`config.mk`:
```
export PLATFORM = sky130hd
export DESIGN_NAME = dad_top
export DESIGN_NICKNAME = d
export VERILOG_FILES = /design/src/rtl/dad_pkg.sv /design/src/rtl/dad_sync.sv /design/src/rtl/dad_top.sv
export VERILOG_INCLUDE_DIRS = /design/src /design/src/rtl
export SDC_FILE = /design/constraint.sdc
export NUM_CORES = 1
export LEC_CHECK = 0
export ABC_AREA = 0
export BUFFER_PORTS_ARGS = -buffer_cell sky130_fd_sc_hd__buf_4
export CELL_PAD_IN_SITES_DETAIL_PLACEMENT = 1
export CELL_PAD_IN_SITES_GLOBAL_PLACEMENT = 2
export CORE_AREA = 2 2 155 172
export DETAILED_ROUTE_END_ITERATION = 7
export DIE_AREA = 0 0 157 174
export PLACE_DENSITY_LB_ADDON = 0.1
export SLEW_MARGIN = 30
export SYNTH_ARGS = -nofsm -noshare
export SYNTH_HDL_FRONTEND = slang
export SYNTH_SLANG_ARGS = --single-unit
export TNS_END_PERCENT = 100
```
`constraint.sdc`:
```
create_clock -name pclk -period 3.07 [get_ports pclk]
set_input_delay 0.1535 -clock pclk [delete_from_list [all_inputs] [get_ports pclk]]
set_output_delay 0.1535 -clock pclk [all_outputs]
set_load 0.02 [all_outputs]
```
`src/rtl/dad_params.svh`:
```
// Constants of the drive alarm detector: offsets, alarm codes, resets and timing counts
`ifndef DAD_PARAMS_SVH
`define DAD_PARAMS_SVH

// ----------------------------------------
// Register offsets
// ----------------------------------------
`define DAD_OFF_CTRL 12'h000
`define DAD_OFF_STAT 12'h004
`define DAD_OFF_OVLD 12'h008
`define DAD_OFF_DEVI 12'h00c
`define DAD_OFF_CERR 12'h010
`define DAD_OFF_CTMO 12'h014

// ----------------------------------------
// Alarm codes and blink counts
// ----------------------------------------
`define DAD_CODE_NONE 8'h00
`define DAD_CODE_OPDATA 8'h70
`define DAD_CODE_GEAR 8'h71
`define DAD_CODE_WRAP 8'h72
`define DAD_CODE_NETBUS 8'h81
`define DAD_CODE_BAUD 8'h83
`define DAD_CODE_COMERR 8'h84
`define DAD_CODE_COMTMO 8'h85
`define DAD_CODE_NETCONV 8'h8e
`define DAD_CODE_CPU 8'hf0
`define DAD_BLINK_STD 4'h7
`define DAD_BLINK_LIT 4'hf

// ----------------------------------------
// Thresholds, ranges and resets
// ----------------------------------------
`define DAD_OVLD_MIN 16'h0001
`define DAD_OVLD_MAX 16'h012c
`define DAD_OVLD_RST 16'h0032
`define DAD_DEVI_MIN 16'h0001
`define DAD_DEVI_MAX 16'h7530
`define DAD_DEVI_RST 16'h012c
`define DAD_CERR_RST 8'h03
`define DAD_CTMO_RST 16'h0000
`define DAD_NC_FAIL_LIMIT 2'h3

// ----------------------------------------
// Timing
// ----------------------------------------
`define DAD_CLK_MHZ 125
`define DAD_NC_TMO_MS 200
`define DAD_NC_TMO_CYC (`DAD_NC_TMO_MS * 1000 * `DAD_CLK_MHZ)
`define DAD_MS_CYC (1000 * `DAD_CLK_MHZ)

`endif

```
`src/rtl/dad_pkg.sv`:
```
// Types of the drive alarm detector
package dad_pkg;
  typedef struct packed {
    logic [7:0] code;
    logic [3:0] blinks;
    logic resettable;
    logic excite;
  } dad_alarm_s;

  typedef struct packed {
    logic zero_speed_op;
    logic wrap_op_no_wrap;
    logic mech_limit_exceed;
    logic gear_out_of_range;
    logic wrap_inconsistent;
    logic net_disconnect;
    logic baud_invalid;
    logic comm_error;
    logic comm_ok;
    logic nc_comm_fail;
    logic nc_comm_ok;
    logic nc_alarm;
    logic cpu_fault;
  } dad_evt_s;

  typedef enum logic [1:0] {
    DAD_IDLE = 2'b00,
    DAD_ALARM = 2'b01,
    DAD_LOCKED = 2'b10
  } dad_state_e;
endpackage

```
`src/rtl/dad_sync.sv`:
```
// Three-stage pin synchroniser with agreement filter
`timescale 1ns/1ps
module dad_sync (
  // Clock and reset
  input wire logic pclk,
  input wire logic presetn,
  // Pin and result
  input wire logic pin_in,
  output logic pin_out
);
  logic s1_q;
  logic s2_q;
  logic s3_q;
  logic out_q;

  // Only s2 reads s1; the filter looks at s2 and s3
  always_ff @(posedge pclk or negedge presetn) begin
    if (!presetn) begin
      s1_q <= 1'b0;
      s2_q <= 1'b0;
      s3_q <= 1'b0;
      out_q <= 1'b0;
    end else begin
      s1_q <= pin_in;
      s2_q <= s1_q;
      s3_q <= s2_q;
      if (s2_q == s3_q) begin
        out_q <= s3_q;
      end
    end
  end

  assign pin_out = out_q;
endmodule

```
`src/rtl/dad_top.sv`:
```
// Alarm detection, latching and excitation control of the drive, with APB registers
// Functional notes
// - Zero speed or mechanism limit exceeded raises 70h, seven blinks, resettable, excited.
// - Wrap operation with wrap disabled also raises 70h.
// - Gear resolution out of range raises 71h, seven blinks, not resettable, unexcited.
// - Wrap/gear mismatch at power-up raises 72h, not resettable, unexcited.
// - Network master disconnect raises 81h, resettable, excited.
// - Invalid baud switch raises 83h, not resettable, unexcited.
// - Consecutive serial errors reaching threshold raise 84h, resettable, excited.
// - Three consecutive converter link failures also raise 84h.
// - Converter link unestablished for 200 ms also raises 85h.
// - Converter alarm raises 8Eh, resettable, unexcited.
// - Non-excitation alarms cut motor current.
// - Excitation alarms keep motor current flowing.
// - De-energizing alarm engages the brake.
// - Overload threshold 1 to 300 in 0.1 s, default 50.
// - Deviation threshold 1 to 30000 in 0.01 rev, default 300.
`timescale 1ns/1ps
`include "dad_params.svh"
module dad_top #(
  parameter int NC_TMO_CYC = `DAD_NC_TMO_CYC,
  parameter int MS_CYC = `DAD_MS_CYC
) (
  // Clock and reset
  input wire logic pclk,
  input wire logic presetn,
  // APB slave
  input wire logic psel,
  input wire logic penable,
  input wire logic pwrite,
  input wire logic [11:0] paddr,
  input wire logic [31:0] pwdata,
  output logic [31:0] prdata,
  output logic pready,
  output logic pslverr,
  // Alarm clear pin
  input wire logic alarm_clear_input,
  // Detection events from drive logic
  input wire dad_pkg::dad_evt_s evt,
  input wire logic wrap_inconsistent_boot,
  // Alarm outputs
  output logic alarm_active,
  output logic [7:0] alarm_code,
  output logic [3:0] led_blinks,
  output logic motor_excite,
  output logic brake_engage,
  // Thresholds to the overload and deviation detectors
  output logic [15:0] ovld_thresh,
  output logic [15:0] devi_thresh
);
  // ----------------------------------------
  // Pin input
  // ----------------------------------------
  logic clr_pin;
  logic clr_pin_q;
  dad_sync u_clr_sync (
    .pclk(pclk),
    .presetn(presetn),
    .pin_in(alarm_clear_input),
    .pin_out(clr_pin)
  );

  // ----------------------------------------
  // Registers
  // ----------------------------------------
  logic [15:0] ovld_q;
  logic [15:0] devi_q;
  logic [7:0] cerr_q;
  logic [15:0] ctmo_q;
  logic [7:0] cerr_cnt_q;
  logic [1:0] nc_fail_q;
  logic [31:0] nc_tmo_q;
  logic [31:0] ms_q;
  logic [15:0] ctmo_cnt_q;
  logic boot_q;
  dad_pkg::dad_state_e state_q;
  dad_pkg::dad_alarm_s alarm_q;
  logic [31:0] prdata_q;

  wire wr_en = psel && penable && pwrite;
  wire sel_ctrl = paddr == `DAD_OFF_CTRL;
  wire sel_stat = paddr == `DAD_OFF_STAT;
  wire sel_ovld = paddr == `DAD_OFF_OVLD;
  wire sel_devi = paddr == `DAD_OFF_DEVI;
  wire sel_cerr = paddr == `DAD_OFF_CERR;
  wire sel_ctmo = paddr == `DAD_OFF_CTMO;
  wire mapped = sel_ctrl || sel_stat || sel_ovld || sel_devi || sel_cerr || sel_ctmo;
  wire sw_clear = wr_en && sel_ctrl && pwdata[0];
  wire ovld_ok = pwdata[15:0] >= `DAD_OVLD_MIN && pwdata[15:0] <= `DAD_OVLD_MAX;
  wire devi_ok = pwdata[15:0] >= `DAD_DEVI_MIN && pwdata[15:0] <= `DAD_DEVI_MAX;
  // Out-of-range threshold writes are refused and flagged
  wire bad_wr = wr_en && ((sel_ovld && !ovld_ok) || (sel_devi && !devi_ok) || sel_stat);

  assign pready = 1'b1;
  assign pslverr = psel && penable && (!mapped || bad_wr);

  always_ff @(posedge pclk or negedge presetn) begin
    if (!presetn) begin
      ovld_q <= `DAD_OVLD_RST;
      devi_q <= `DAD_DEVI_RST;
      cerr_q <= `DAD_CERR_RST;
      ctmo_q <= `DAD_CTMO_RST;
    end else begin
      if (wr_en && sel_ovld && ovld_ok) begin
        ovld_q <= pwdata[15:0];
      end
      if (wr_en && sel_devi && devi_ok) begin
        devi_q <= pwdata[15:0];
      end
      if (wr_en && sel_cerr) begin
        cerr_q <= pwdata[7:0];
      end
      if (wr_en && sel_ctmo) begin
        ctmo_q <= pwdata[15:0];
      end
    end
  end

  assign ovld_thresh = ovld_q;
  assign devi_thresh = devi_q;

  wire [31:0] stat_word = {16'h0000, alarm_q.code, alarm_q.blinks, 1'b0, alarm_q.resettable,
                           alarm_q.excite, alarm_active};
  wire [31:0] rd_word = sel_stat ? stat_word :
                        sel_ovld ? {16'h0000, ovld_q} :
                        sel_devi ? {16'h0000, devi_q} :
                        sel_cerr ? {24'h000000, cerr_q} :
                        sel_ctmo ? {16'h0000, ctmo_q} : 32'h00000000;
  // Read word is captured in the setup cycle, so prdata comes from a flip-flop with no wait state
  always_ff @(posedge pclk or negedge presetn) begin
    if (!presetn) begin
      prdata_q <= 32'h00000000;
    end else begin
      prdata_q <= (psel && !penable && !pwrite) ? rd_word : 32'h00000000;
    end
  end
  assign prdata = prdata_q;

  // ----------------------------------------
  // Communication counters
  // ----------------------------------------
  wire cerr_hit = evt.comm_error && (cerr_cnt_q + 8'h01 >= cerr_q) && (cerr_q != 8'h00);
  wire nc_fail_hit = evt.nc_comm_fail && (nc_fail_q + 2'h1 == `DAD_NC_FAIL_LIMIT);
  wire nc_tmo_hit = !evt.nc_comm_ok && (nc_tmo_q == 32'(NC_TMO_CYC - 1));
  wire ms_tick = ms_q == 32'(MS_CYC - 1);
  // Zero timeout setting disables the master timeout
  wire ctmo_hit = ms_tick && !evt.comm_ok && (ctmo_q != 16'h0000) && (ctmo_cnt_q + 16'h0001 == ctmo_q);

  always_ff @(posedge pclk or negedge presetn) begin
    if (!presetn) begin
      cerr_cnt_q <= 8'h00;
      nc_fail_q <= 2'h0;
      nc_tmo_q <= 32'h00000000;
      ms_q <= 32'h00000000;
      ctmo_cnt_q <= 16'h0000;
    end else begin
      if (evt.comm_ok) begin
        cerr_cnt_q <= 8'h00;
      end else if (evt.comm_error && !cerr_hit) begin
        cerr_cnt_q <= cerr_cnt_q + 8'h01;
      end else if (cerr_hit) begin
        cerr_cnt_q <= 8'h00;
      end
      if (evt.nc_comm_ok || nc_fail_hit) begin
        nc_fail_q <= 2'h0;
      end else if (evt.nc_comm_fail) begin
        nc_fail_q <= nc_fail_q + 2'h1;
      end
      if (evt.nc_comm_ok || nc_tmo_hit) begin
        nc_tmo_q <= 32'h00000000;
      end else begin
        nc_tmo_q <= nc_tmo_q + 32'h00000001;
      end
      ms_q <= ms_tick ? 32'h00000000 : ms_q + 32'h00000001;
      if (evt.comm_ok || ctmo_hit) begin
        ctmo_cnt_q <= 16'h0000;
      end else if (ms_tick && ctmo_q != 16'h0000) begin
        ctmo_cnt_q <= ctmo_cnt_q + 16'h0001;
      end
    end
  end

  // ----------------------------------------
  // Alarm selection, highest severity first
  // ----------------------------------------
  wire boot_chk = !boot_q && wrap_inconsistent_boot;
  wire opdata = evt.zero_speed_op || evt.mech_limit_exceed || evt.wrap_op_no_wrap;
  dad_pkg::dad_alarm_s new_alarm;
  logic new_hit;

  always_comb begin
    new_hit = 1'b1;
    new_alarm = '{`DAD_CODE_NONE, 4'h0, 1'b1, 1'b1};
    if (evt.cpu_fault) begin
      new_alarm = '{`DAD_CODE_CPU, `DAD_BLINK_LIT, 1'b0, 1'b0};
    end else if (boot_chk) begin
      new_alarm = '{`DAD_CODE_WRAP, `DAD_BLINK_STD, 1'b0, 1'b0};
    end else if (evt.gear_out_of_range) begin
      new_alarm = '{`DAD_CODE_GEAR, `DAD_BLINK_STD, 1'b0, 1'b0};
    end else if (evt.baud_invalid) begin
      new_alarm = '{`DAD_CODE_BAUD, `DAD_BLINK_STD, 1'b0, 1'b0};
    end else if (evt.nc_alarm) begin
      new_alarm = '{`DAD_CODE_NETCONV, `DAD_BLINK_STD, 1'b1, 1'b0};
    end else if (evt.net_disconnect) begin
      new_alarm = '{`DAD_CODE_NETBUS, `DAD_BLINK_STD, 1'b1, 1'b1};
    end else if (cerr_hit || nc_fail_hit) begin
      new_alarm = '{`DAD_CODE_COMERR, `DAD_BLINK_STD, 1'b1, 1'b1};
    end else if (ctmo_hit || nc_tmo_hit) begin
      new_alarm = '{`DAD_CODE_COMTMO, `DAD_BLINK_STD, 1'b1, 1'b1};
    end else if (opdata) begin
      new_alarm = '{`DAD_CODE_OPDATA, `DAD_BLINK_STD, 1'b1, 1'b1};
    end else begin
      new_hit = 1'b0;
    end
  end

  // ----------------------------------------
  // Latch and clear
  // ----------------------------------------
  wire clr_req = (clr_pin && !clr_pin_q) || sw_clear;
  // A new detection in the clear cycle wins over the clear
  wire take_new = new_hit && (state_q == dad_pkg::DAD_IDLE);
  // Only a non-resettable alarm displaces a latched resettable one
  wire replace = new_hit && (state_q == dad_pkg::DAD_IDLE ||
                 (state_q == dad_pkg::DAD_ALARM && !new_alarm.resettable));

  always_ff @(posedge pclk or negedge presetn) begin
    if (!presetn) begin
      state_q <= dad_pkg::DAD_IDLE;
      alarm_q <= '{`DAD_CODE_NONE, 4'h0, 1'b1, 1'b1};
      boot_q <= 1'b0;
      clr_pin_q <= 1'b0;
    end else begin
      boot_q <= 1'b1;
      clr_pin_q <= clr_pin;
      case (state_q)
        dad_pkg::DAD_IDLE: begin
          if (take_new) begin
            alarm_q <= new_alarm;
            state_q <= new_alarm.resettable ? dad_pkg::DAD_ALARM : dad_pkg::DAD_LOCKED;
          end
        end
        dad_pkg::DAD_ALARM: begin
          if (replace) begin
            alarm_q <= new_alarm;
            state_q <= dad_pkg::DAD_LOCKED;
          end else if (clr_req && !new_hit) begin
            alarm_q <= '{`DAD_CODE_NONE, 4'h0, 1'b1, 1'b1};
            state_q <= dad_pkg::DAD_IDLE;
          end
        end
        dad_pkg::DAD_LOCKED: begin
          // Only power-up leaves this state; clear requests are ignored
          if (evt.cpu_fault && alarm_q.code != `DAD_CODE_CPU) begin
            alarm_q <= new_alarm;
          end
        end
        default: begin
          state_q <= dad_pkg::DAD_IDLE;
        end
      endcase
    end
  end

  assign alarm_active = state_q != dad_pkg::DAD_IDLE;
  assign alarm_code = alarm_q.code;
  assign led_blinks = alarm_q.blinks;
  assign motor_excite = !alarm_active || alarm_q.excite;
  assign brake_engage = !motor_excite;

  // ----------------------------------------
  // Assertions
  // ----------------------------------------
  a_locked_stays: assert property (@(posedge pclk) disable iff (!presetn)
    state_q == dad_pkg::DAD_LOCKED |=> state_q == dad_pkg::DAD_LOCKED)
    else $error("Locked alarm left its state");
  a_gear_unexcited: assert property (@(posedge pclk) disable iff (!presetn)
    evt.gear_out_of_range && state_q == dad_pkg::DAD_IDLE && !evt.cpu_fault && !boot_chk
    |=> alarm_code == 8'h71 && !motor_excite)
    else $error("Gear alarm not raised as 71h without excitation");
  a_opdata_code: assert property (@(posedge pclk) disable iff (!presetn)
    state_q == dad_pkg::DAD_IDLE && new_hit && new_alarm.code == 8'h70
    |=> alarm_code == 8'h70 && led_blinks == 4'h7 && motor_excite)
    else $error("Operation data alarm wrong");
  a_brake_cut: assert property (@(posedge pclk) disable iff (!presetn)
    brake_engage == (alarm_active && !alarm_q.excite))
    else $error("Brake not tied to current cut");
  a_nc_excite: assert property (@(posedge pclk) disable iff (!presetn)
    alarm_code == 8'h8e |-> !motor_excite)
    else $error("Converter alarm kept excitation");
  a_clear_works: assert property (@(posedge pclk) disable iff (!presetn)
    state_q == dad_pkg::DAD_ALARM && sw_clear && !new_hit |=> !alarm_active)
    else $error("Permitted clear ignored");
  a_cpu_lit: assert property (@(posedge pclk) disable iff (!presetn)
    evt.cpu_fault |=> alarm_code == 8'hf0 && led_blinks == 4'hf)
    else $error("Processor fault not shown");
  a_nc_fail_three: assert property (@(posedge pclk) disable iff (!presetn)
    nc_fail_q == 2'h2 && evt.nc_comm_fail && !evt.nc_comm_ok |=> nc_fail_q == 2'h0)
    else $error("Converter failure count wrong");
  a_ovld_range: assert property (@(posedge pclk) disable iff (!presetn)
    ovld_q >= 16'h0001 && ovld_q <= 16'h012c)
    else $error("Overload threshold out of range");
  a_devi_range: assert property (@(posedge pclk) disable iff (!presetn)
    devi_q >= 16'h0001 && devi_q <= 16'h7530)
    else $error("Deviation threshold out of range");
  a_boot_lock: assert property (@(posedge pclk) disable iff (!presetn)
    boot_chk && !evt.cpu_fault |=> alarm_code == 8'h72 && state_q == dad_pkg::DAD_LOCKED && !motor_excite)
    else $error("Power-up wrap mismatch not locked as 72h");
  a_baud_lock: assert property (@(posedge pclk) disable iff (!presetn)
    alarm_code == 8'h83 |-> state_q == dad_pkg::DAD_LOCKED && !motor_excite && brake_engage)
    else $error("Baud switch alarm not locked without excitation");
  a_net_excited: assert property (@(posedge pclk) disable iff (!presetn)
    alarm_code == 8'h81 |-> alarm_active && motor_excite && !brake_engage)
    else $error("Network bus alarm lost excitation");
  a_comerr_kind: assert property (@(posedge pclk) disable iff (!presetn)
    alarm_code == 8'h84 |-> state_q == dad_pkg::DAD_ALARM && motor_excite)
    else $error("Communication error alarm not resettable and excited");
  a_cerr_reach: assert property (@(posedge pclk) disable iff (!presetn)
    cerr_q == 8'h03 && cerr_cnt_q == 8'h02 && evt.comm_error && !evt.comm_ok
    |=> alarm_active && cerr_cnt_q == 8'h00)
    else $error("Serial error threshold did not raise an alarm");
  a_tmo_kind: assert property (@(posedge pclk) disable iff (!presetn)
    alarm_code == 8'h85 |-> state_q == dad_pkg::DAD_ALARM && motor_excite)
    else $error("Communication timeout alarm not resettable and excited");
  a_nc_tmo_raise: assert property (@(posedge pclk) disable iff (!presetn)
    nc_tmo_q == 32'(NC_TMO_CYC - 1) && !evt.nc_comm_ok |=> alarm_active && nc_tmo_q == 32'h00000000)
    else $error("Converter link timeout not raised");
  a_lock_kind: assert property (@(posedge pclk) disable iff (!presetn)
    state_q == dad_pkg::DAD_LOCKED |-> !alarm_q.resettable)
    else $error("Resettable alarm held as locked");
  a_excite_kept: assert property (@(posedge pclk) disable iff (!presetn)
    alarm_active && alarm_q.excite |-> motor_excite && !brake_engage)
    else $error("Excitation alarm cut motor current");
  c_timeout: cover property (@(posedge pclk) disable iff (!presetn)
    alarm_code == 8'h85);
  c_boot: cover property (@(posedge pclk) disable iff (!presetn)
    alarm_code == 8'h72);
  c_lock: cover property (@(posedge pclk) disable iff (!presetn) state_q == dad_pkg::DAD_LOCKED);
  c_clear: cover property (@(posedge pclk) disable iff (!presetn)
    state_q == dad_pkg::DAD_ALARM ##1 state_q == dad_pkg::DAD_IDLE);
  c_comerr: cover property (@(posedge pclk) disable iff (!presetn) alarm_code == 8'h84);
endmodule

```
# After elaboration in Yosys (flattened, before gate mapping)
# Index checks and enable logic that the tools add are counted.
# W data, S select, Z words.
[classes] muxes=43 n_eq_ne=16 reduce_logical=77 n_lt_le_gt_ge=4 addsub=5 bitwise_logic=1
[ops] operator="$mux W14" count=12
[ops] operator="$mux W16" count=8
[ops] operator="$add A32 B1 Y32 const B" count=2
[ops] operator="$mux W32" count=2
[ops] operator="$pmux W14 S3" count=1
[ops] operator="$logic_and A1 B1 Y1" count=34
[ops] operator="$eq A32 B17 Y1 const B" count=1
[ops] operator="$eq A32 B25 Y1 const B" count=1
[ops] operator="$eq A12 B4 Y1 const B" count=2
[ops] operator="$eq A12 B5 Y1 const B" count=2
[ops] operator="$mux W8" count=3
[ops] operator="$logic_or A1 B1 Y1" count=18
[ops] operator="$add A16 B1 Y16 const B" count=1
[ops] operator="$eq A16 B16 Y1" count=1
[ops] operator="$ge A16 B1 Y1 const B" count=1
[ops] operator="$le A16 B15 Y1 const B" count=1
[ops] operator="$le A16 B9 Y1 const B" count=1
[ops] operator="$reduce_bool A16 Y1" count=1
[ops] operator="$logic_not A1 Y1" count=14
[ops] operator="$mux W13" count=1
[ops] operator="$eq A12 B3 Y1 const B" count=1
[ops] operator="$logic_not A12 Y1" count=1
[ops] operator="$mux W2" count=6
[ops] operator="$mux W1" count=9
[ops] operator="other kinds (17)" count=22
[totals] word_cells=167 reg_bits=184

# Longest topological paths before layout
[depth] ltp_word=19 ltp_mapped=12 ltp_nobuf=11

# Cells and area by module
# A second synthesis with hierarchy kept.
[unflattened] hier_cells=911 hier_area_um2=9323.9
[by_module_without_submodules] mod="dad_top" area_per_inst_um2=9212.6 cells_per_inst=906 instances=1
[by_module_without_submodules] mod="dad_sync" area_per_inst_um2=111.4 cells_per_inst=5 instances=1

# Least setup slack after synthesis
# Ideal clock, no wire load.
[synth_timing] path_type="register -> register" startpoint="register cerr_cnt_q[0]" endpoint="register alarm_q (netlist bit alarm_code[1])" period_less_slack_ns=2.803 setup_time_ns=0.125 setup_slack_ns=0.267 path_stages_with_launch=12 n_path_buf=1 arrival_ns=2.677 required_time_ns=2.945 cell_sequence="dfrtp_1 and3_1 and3_1 and3_1 xor2_1 ha_1 o221ai_1 o21a_1 nand4_1 a211o_1 buf_6 mux2_4"
[synth_via] elab_chain_len=18
[synth_rtl] element="from (decl)" line="dad_top.sv:70" rtl="logic [7:0] cerr_cnt_q;"
[synth_rtl] element="from (signal assigned)" line="dad_top.sv:160" rtl="cerr_cnt_q <= cerr_cnt_q + 8'h01;"
[synth_rtl] element="$add A8 B1 Y8 (*)" line="dad_top.sv:142" rtl="wire cerr_hit = evt.comm_error && (cerr_cnt_q + 8'h01 >= cerr_q) && (cerr_q != 8'h00);"
[synth_rtl] element="$ge A8 B8 Y1 (*)" line="dad_top.sv:142"
[synth_rtl] element="$logic_and A1 B1 Y1 (*) (2 in series)" line="dad_top.sv:142"
[synth_rtl] element="$logic_or A1 B1 Y1 (*)" line="dad_top.sv:206" rtl="end else if (cerr_hit || nc_fail_hit) begin"
[synth_rtl] element="$mux W14" line="dad_top.sv:206"
[synth_rtl] element="$mux W14" line="dad_top.sv:204" rtl="end else if (evt.net_disconnect) begin"
[synth_rtl] element="$mux W14" line="dad_top.sv:202" rtl="end else if (evt.nc_alarm) begin"
[synth_rtl] element="$mux W14" line="dad_top.sv:200" rtl="end else if (evt.baud_invalid) begin"
[synth_rtl] element="$mux W14" line="dad_top.sv:198" rtl="end else if (evt.gear_out_of_range) begin"
[synth_rtl] element="$mux W14" line="dad_top.sv:196" rtl="end else if (boot_chk) begin"
[synth_rtl] element="$mux W14" line="dad_top.sv:194" rtl="if (evt.cpu_fault) begin"
[synth_rtl] element="$logic_not A1 Y1" line="dad_top.sv:225" rtl="(state_q == dad_pkg::DAD_ALARM && !new_alarm.resettable));"
[synth_rtl] element="$logic_and A1 B1 Y1" line="dad_top.sv:225"
[synth_rtl] element="$logic_or A1 B1 Y1" line="dad_top.sv:224" rtl="wire replace = new_hit && (state_q == dad_pkg::DAD_IDLE ||"
[synth_rtl] element="$logic_and A1 B1 Y1" line="dad_top.sv:224"
[synth_rtl] element="$ne A3 B2 Y1 (no line) / $mux W14 (equally long branches)"
[synth_rtl] element="$reduce_and A4 Y1 (no line) / $pmux W14 S3 (equally long branches)"
[synth_rtl] element="to (signal assigned)" line="dad_top.sv:230" rtl="alarm_q <= '{`DAD_CODE_NONE, 4'h0, 1'b1, 1'b1};"
[synth_rtl] element="to (signal assigned)" line="dad_top.sv:239" rtl="alarm_q <= new_alarm;"
[synth_rtl] element="to (signal assigned)" line="dad_top.sv:245" rtl="alarm_q <= new_alarm;"
[synth_rtl] element="to (decl)" line="dad_top.sv:77" rtl="dad_pkg::dad_alarm_s alarm_q;"
# Mark *: on every way between the ends. The rest lies on a longest branch, timed or not. The select of a mux whose other input is x is not followed.
# A chain may end at the register's enable or synchronous reset.

# Worst setup path after layout
# Ends and elaborated chain as after synthesis.

==> impl_metrics.py <==
metrics = {
    "status": {
        "status": "complete, no violations",
    },
    "clocking": {
        "root_buffer": "clkbuf_16",
        "cts_max_path_buffers": 2,
        "numCtsBuffers": 17,
        "cts_tree": "yes",
        "cts.clk_slew.worst_paths_ps": 80,
        "clk_latency_ps": 440,
        "cts_sinks": 180,
        "htreeDepth": 4,
    },
    "final_layout": {
        "fin_nets": 1144,
        "final_cell_mix": "buf_4 (181), dfrtp_1 (169), nor2_1 (103), nand2_1 (67), xnor2_1 (56)",
        "ff_latch_area_sq_um": 4520,
        "drive_gt1_share_pct": 29.6,
        "final_cell_area_sq_um": 11800,
        "fin_util_pct": 45.8,
        "multi_input_area_sq_um": 4510,
        "antenna_cells": 0,
        "fillers": 2893,
        "final_common_cell": "buf_4",
        "syn2layout_area_growth_pct": 26.4,
    },
    "pwr": {
        "totalPowerFinal_mw": 5.31,
        "p_per_area_nw_per_um2": 452,
        "swShare_pct": 27.7,
        "p_comb_share_pct": 10.6,
        "p_int_mw": 3.84,
        "ir_drop_mv": 0.302,
        "pwr-share-seq_pct": 46.8,
        "p_leak_nw": 5.46,
        "switchingPower_mw": 1.47,
        "p_clk_share_pct": 42.6,
    },
    "floorplanning": {
        "core_area_sq_um": 25700,
        "die-area_sq_um": 27300,
        "io_pins": 145,
        "rows": 62,
        "die_y_um": 174,
        "fp.dieW_um": 157,
        "start_util_pct": 36.2,
    },
    "grt": {
        "grt_usage_pct": 20.6,
        "grt_pass1_wl_um": 43300,
        "grt_pass1_vias": 7580,
        "use_met3_pct": 3.76,
        "grt_use_met1_pct": 29.3,
        "grt_remaining_overflow": 0,
        "use_met2_pct": 32.3,
        "grt_busiest_layer": "met2",
        "grt_max_degree": 92,
        "antenna_found_initial": 0,
    },
    "flow_run": {
        "drv_cap": 0,
    },
    "synth": {
        "ys_warn_count": 0,
        "syn_area_per_cell_sq_um": 10.5,
        "netlist-cell-type-count": 71,
        "synth_cells": 888,
        "synth_edf_count": 0,
        "synth_area_sq_um": 9300,
        "ys.flop_type": "dfrtp_1",
        "yosys_register_bits": 180,
        "ys_seq_area_share_pct": 48.6,
        "async_flop_share_pct": 100,
    },
    "route": {
        "wl_per_cell_um": 19.0,
        "num_vias": 7306,
        "drc_errors": 0,
        "drt_pass1_iterations": 5,
        "wl_um": 27200,
        "drt-initial-drc-count": 368,
        "antenna_left": 0,
        "avgViaCountPerCell": 5.10,
    },
    "setup_path": {
        "end_kind": "register",
        "setup.worst_path.class": "register to register",
        "worst-path-max-fanout": 6,
        "crit_required_ps": 3400,
        "worstPathArrival_ps": 3300,
        "start_kind": "register",
    },
    "sta": {
        "fin_crit_ps": 2970,
        "post-route-period-util_pct": 96.8,
        "slew_headroom_pct": 54.6,
        "slew_violations": 0,
        "layout_setup_ws_ps": 97.0,
        "final-hold-violation-count": 0,
        "skew_ps": 10.5,
        "finalSetupViolations": 0,
        "tightest_slew_ps": 674,
        "max_freq_ghz": 0.336,
    },
    "place": {
        "place_ws_ps": -58.8,
        "hpwl_um": 20100,
        "place_area_sq_um": 10900,
        "place_congestion": 0.835,
        "port_buffers": 110,
    },
    "worst_hold_path": {
        "hp-class": "input port to register",
    },
}
critical path: stages (launching register included):
cell	delay [ps]
dfrtp_1	420
and3_1	220
and3_1	200
and3_1	210
xor2_2	160
ha_1	300
o221ai_2	260
o21a_1	210
nand4_1	130
a211o_1	300
buf_4	170
mux2_4	300
cell type report:
cell class / instances / share of cell area, %
well taps: 352 / 3.75
flip-flops and latches: 180 / 38.4
repair buffers: 201 / 13.6
clock buffers: 17 / 3.62
clock inverters: 15 / 1.54
multi-input cells: 646 / 38.4
inverters: 21 / 0.671
cell usage after synthesis (9+ instances only):
library cell	n	share of area [%]
a221oi_1	10	0.94
nand4_1	17	1.1
mux2_2	49	5.9
xnor2_1	57	5.4
nor2_1	103	4.2
inv_1	21	0.85
dfrtp_1	169	45
and3_1	21	1.4
dfstp_2	11	3.1
o21ai_0	18	0.97
nand2_1	67	2.7
xor2_1	42	4.0
nor4_1	17	1.1
nor3_1	19	1.0
ha_1	13	1.7
and2_1	15	1.0
a21oi_1	27	1.5
nor2b_1	9	0.61
nand3_1	33	1.8
buf_4	34	2.7
clkbuf_1	18	0.73
timing repair:
| action | 4_1_cts | 5_1_grt |
|---|---|---|
| hold endpoints to repair | 117 | 0 |
| gates resized for setup | 5 | 16 |
| setup buffers | 0 | 1 |
| cloned | 0 | 0 |
| endpoints found under the setup margin | 7 | 10 |
| hold buffers | 16 | 0 |
| pin swaps | 0 | 6 |
flip-flops by register name, summed over array words and instances (netlist names), 2 cells and up:
name         count
ms_q            32
nc_tmo_q        32
ctmo_cnt_q      16
ctmo_q          16
devi_thresh     16
ovld_thresh     16
prdata          16
cerr_cnt_q       8
cerr_q           8
alarm_code       6
alarm_q          2
led_blinks       2
nc_fail_q        2
state_q          2
final timing paths:
check                                                from                    endpoint  slack, ps  depth (start not counted)
worst max register to register  cerr_cnt_q[0]$_DFFE_PN0P_   alarm_code[1]$_DFFE_PN0P_        100                         11
min in group asynchronous                         presetn          ms_q[12]$_DFF_PN0_        310                          3
worst min register to register  u_clr_sync.s1_q$_DFF_PN0_   u_clr_sync.s2_q$_DFF_PN0_        360                          0
max in group asynchronous                         presetn  ovld_thresh[5]$_DFFE_PN1P_       1910                          4
worst min-delay path                            pwdata[7]       ctmo_q[7]$_DFFE_PN0P_         20                          2
worst max-delay path            cerr_cnt_q[0]$_DFFE_PN0P_   alarm_code[1]$_DFFE_PN0P_        100                         11
power groups by stage:
stage	Clock [mW]	Sequential (mW)	Combinational [mW]
2_1_floorplan	0	2.50	0.350
3_3_place_gp	0	2.53	0.537
3_5_place_dp	0	2.53	0.549
4_1_cts	2.35	2.48	0.567
5_1_grt	2.44	2.49	0.611
6_report	2.26	2.49	0.561
routing by layer:
metal	wire (um)	vias to the layer above
met3	1140	18
met4	293	0
met1	12900	3681
met5	0	-
met2	12800	152
li1	-	3455
cell families after synthesis:
kind of cell / count (synthesis) / synth area share (%)
flip-flops: 180 / 48.6
buffers and inverters: 78 / 4.98
XOR/XNOR: 99 / 9.32
adder cells (fa/ha/maj): 14 / 1.86
AND/OR/NAND/NOR: 349 / 19.7
AO/OA/AOI/OAI: 105 / 7.98
other: 2 / 0.0807
multiplexers: 61 / 7.55
per-stage QoR:
step / cells / setup TNS [ps] / hold WS [ps]
6_report: 1432 / 0 / 19.1
5_1_grt: 1432 / -189 / 8.29
4_1_cts: 1431 / 0 / 0.729
3_5_place_dp: 1383 / -213 / 234
3_3_place_gp: 1382 / 0 / 264
2_1_floorplan: 904 / 0 / -142
(Power assumes the default switching activity.)
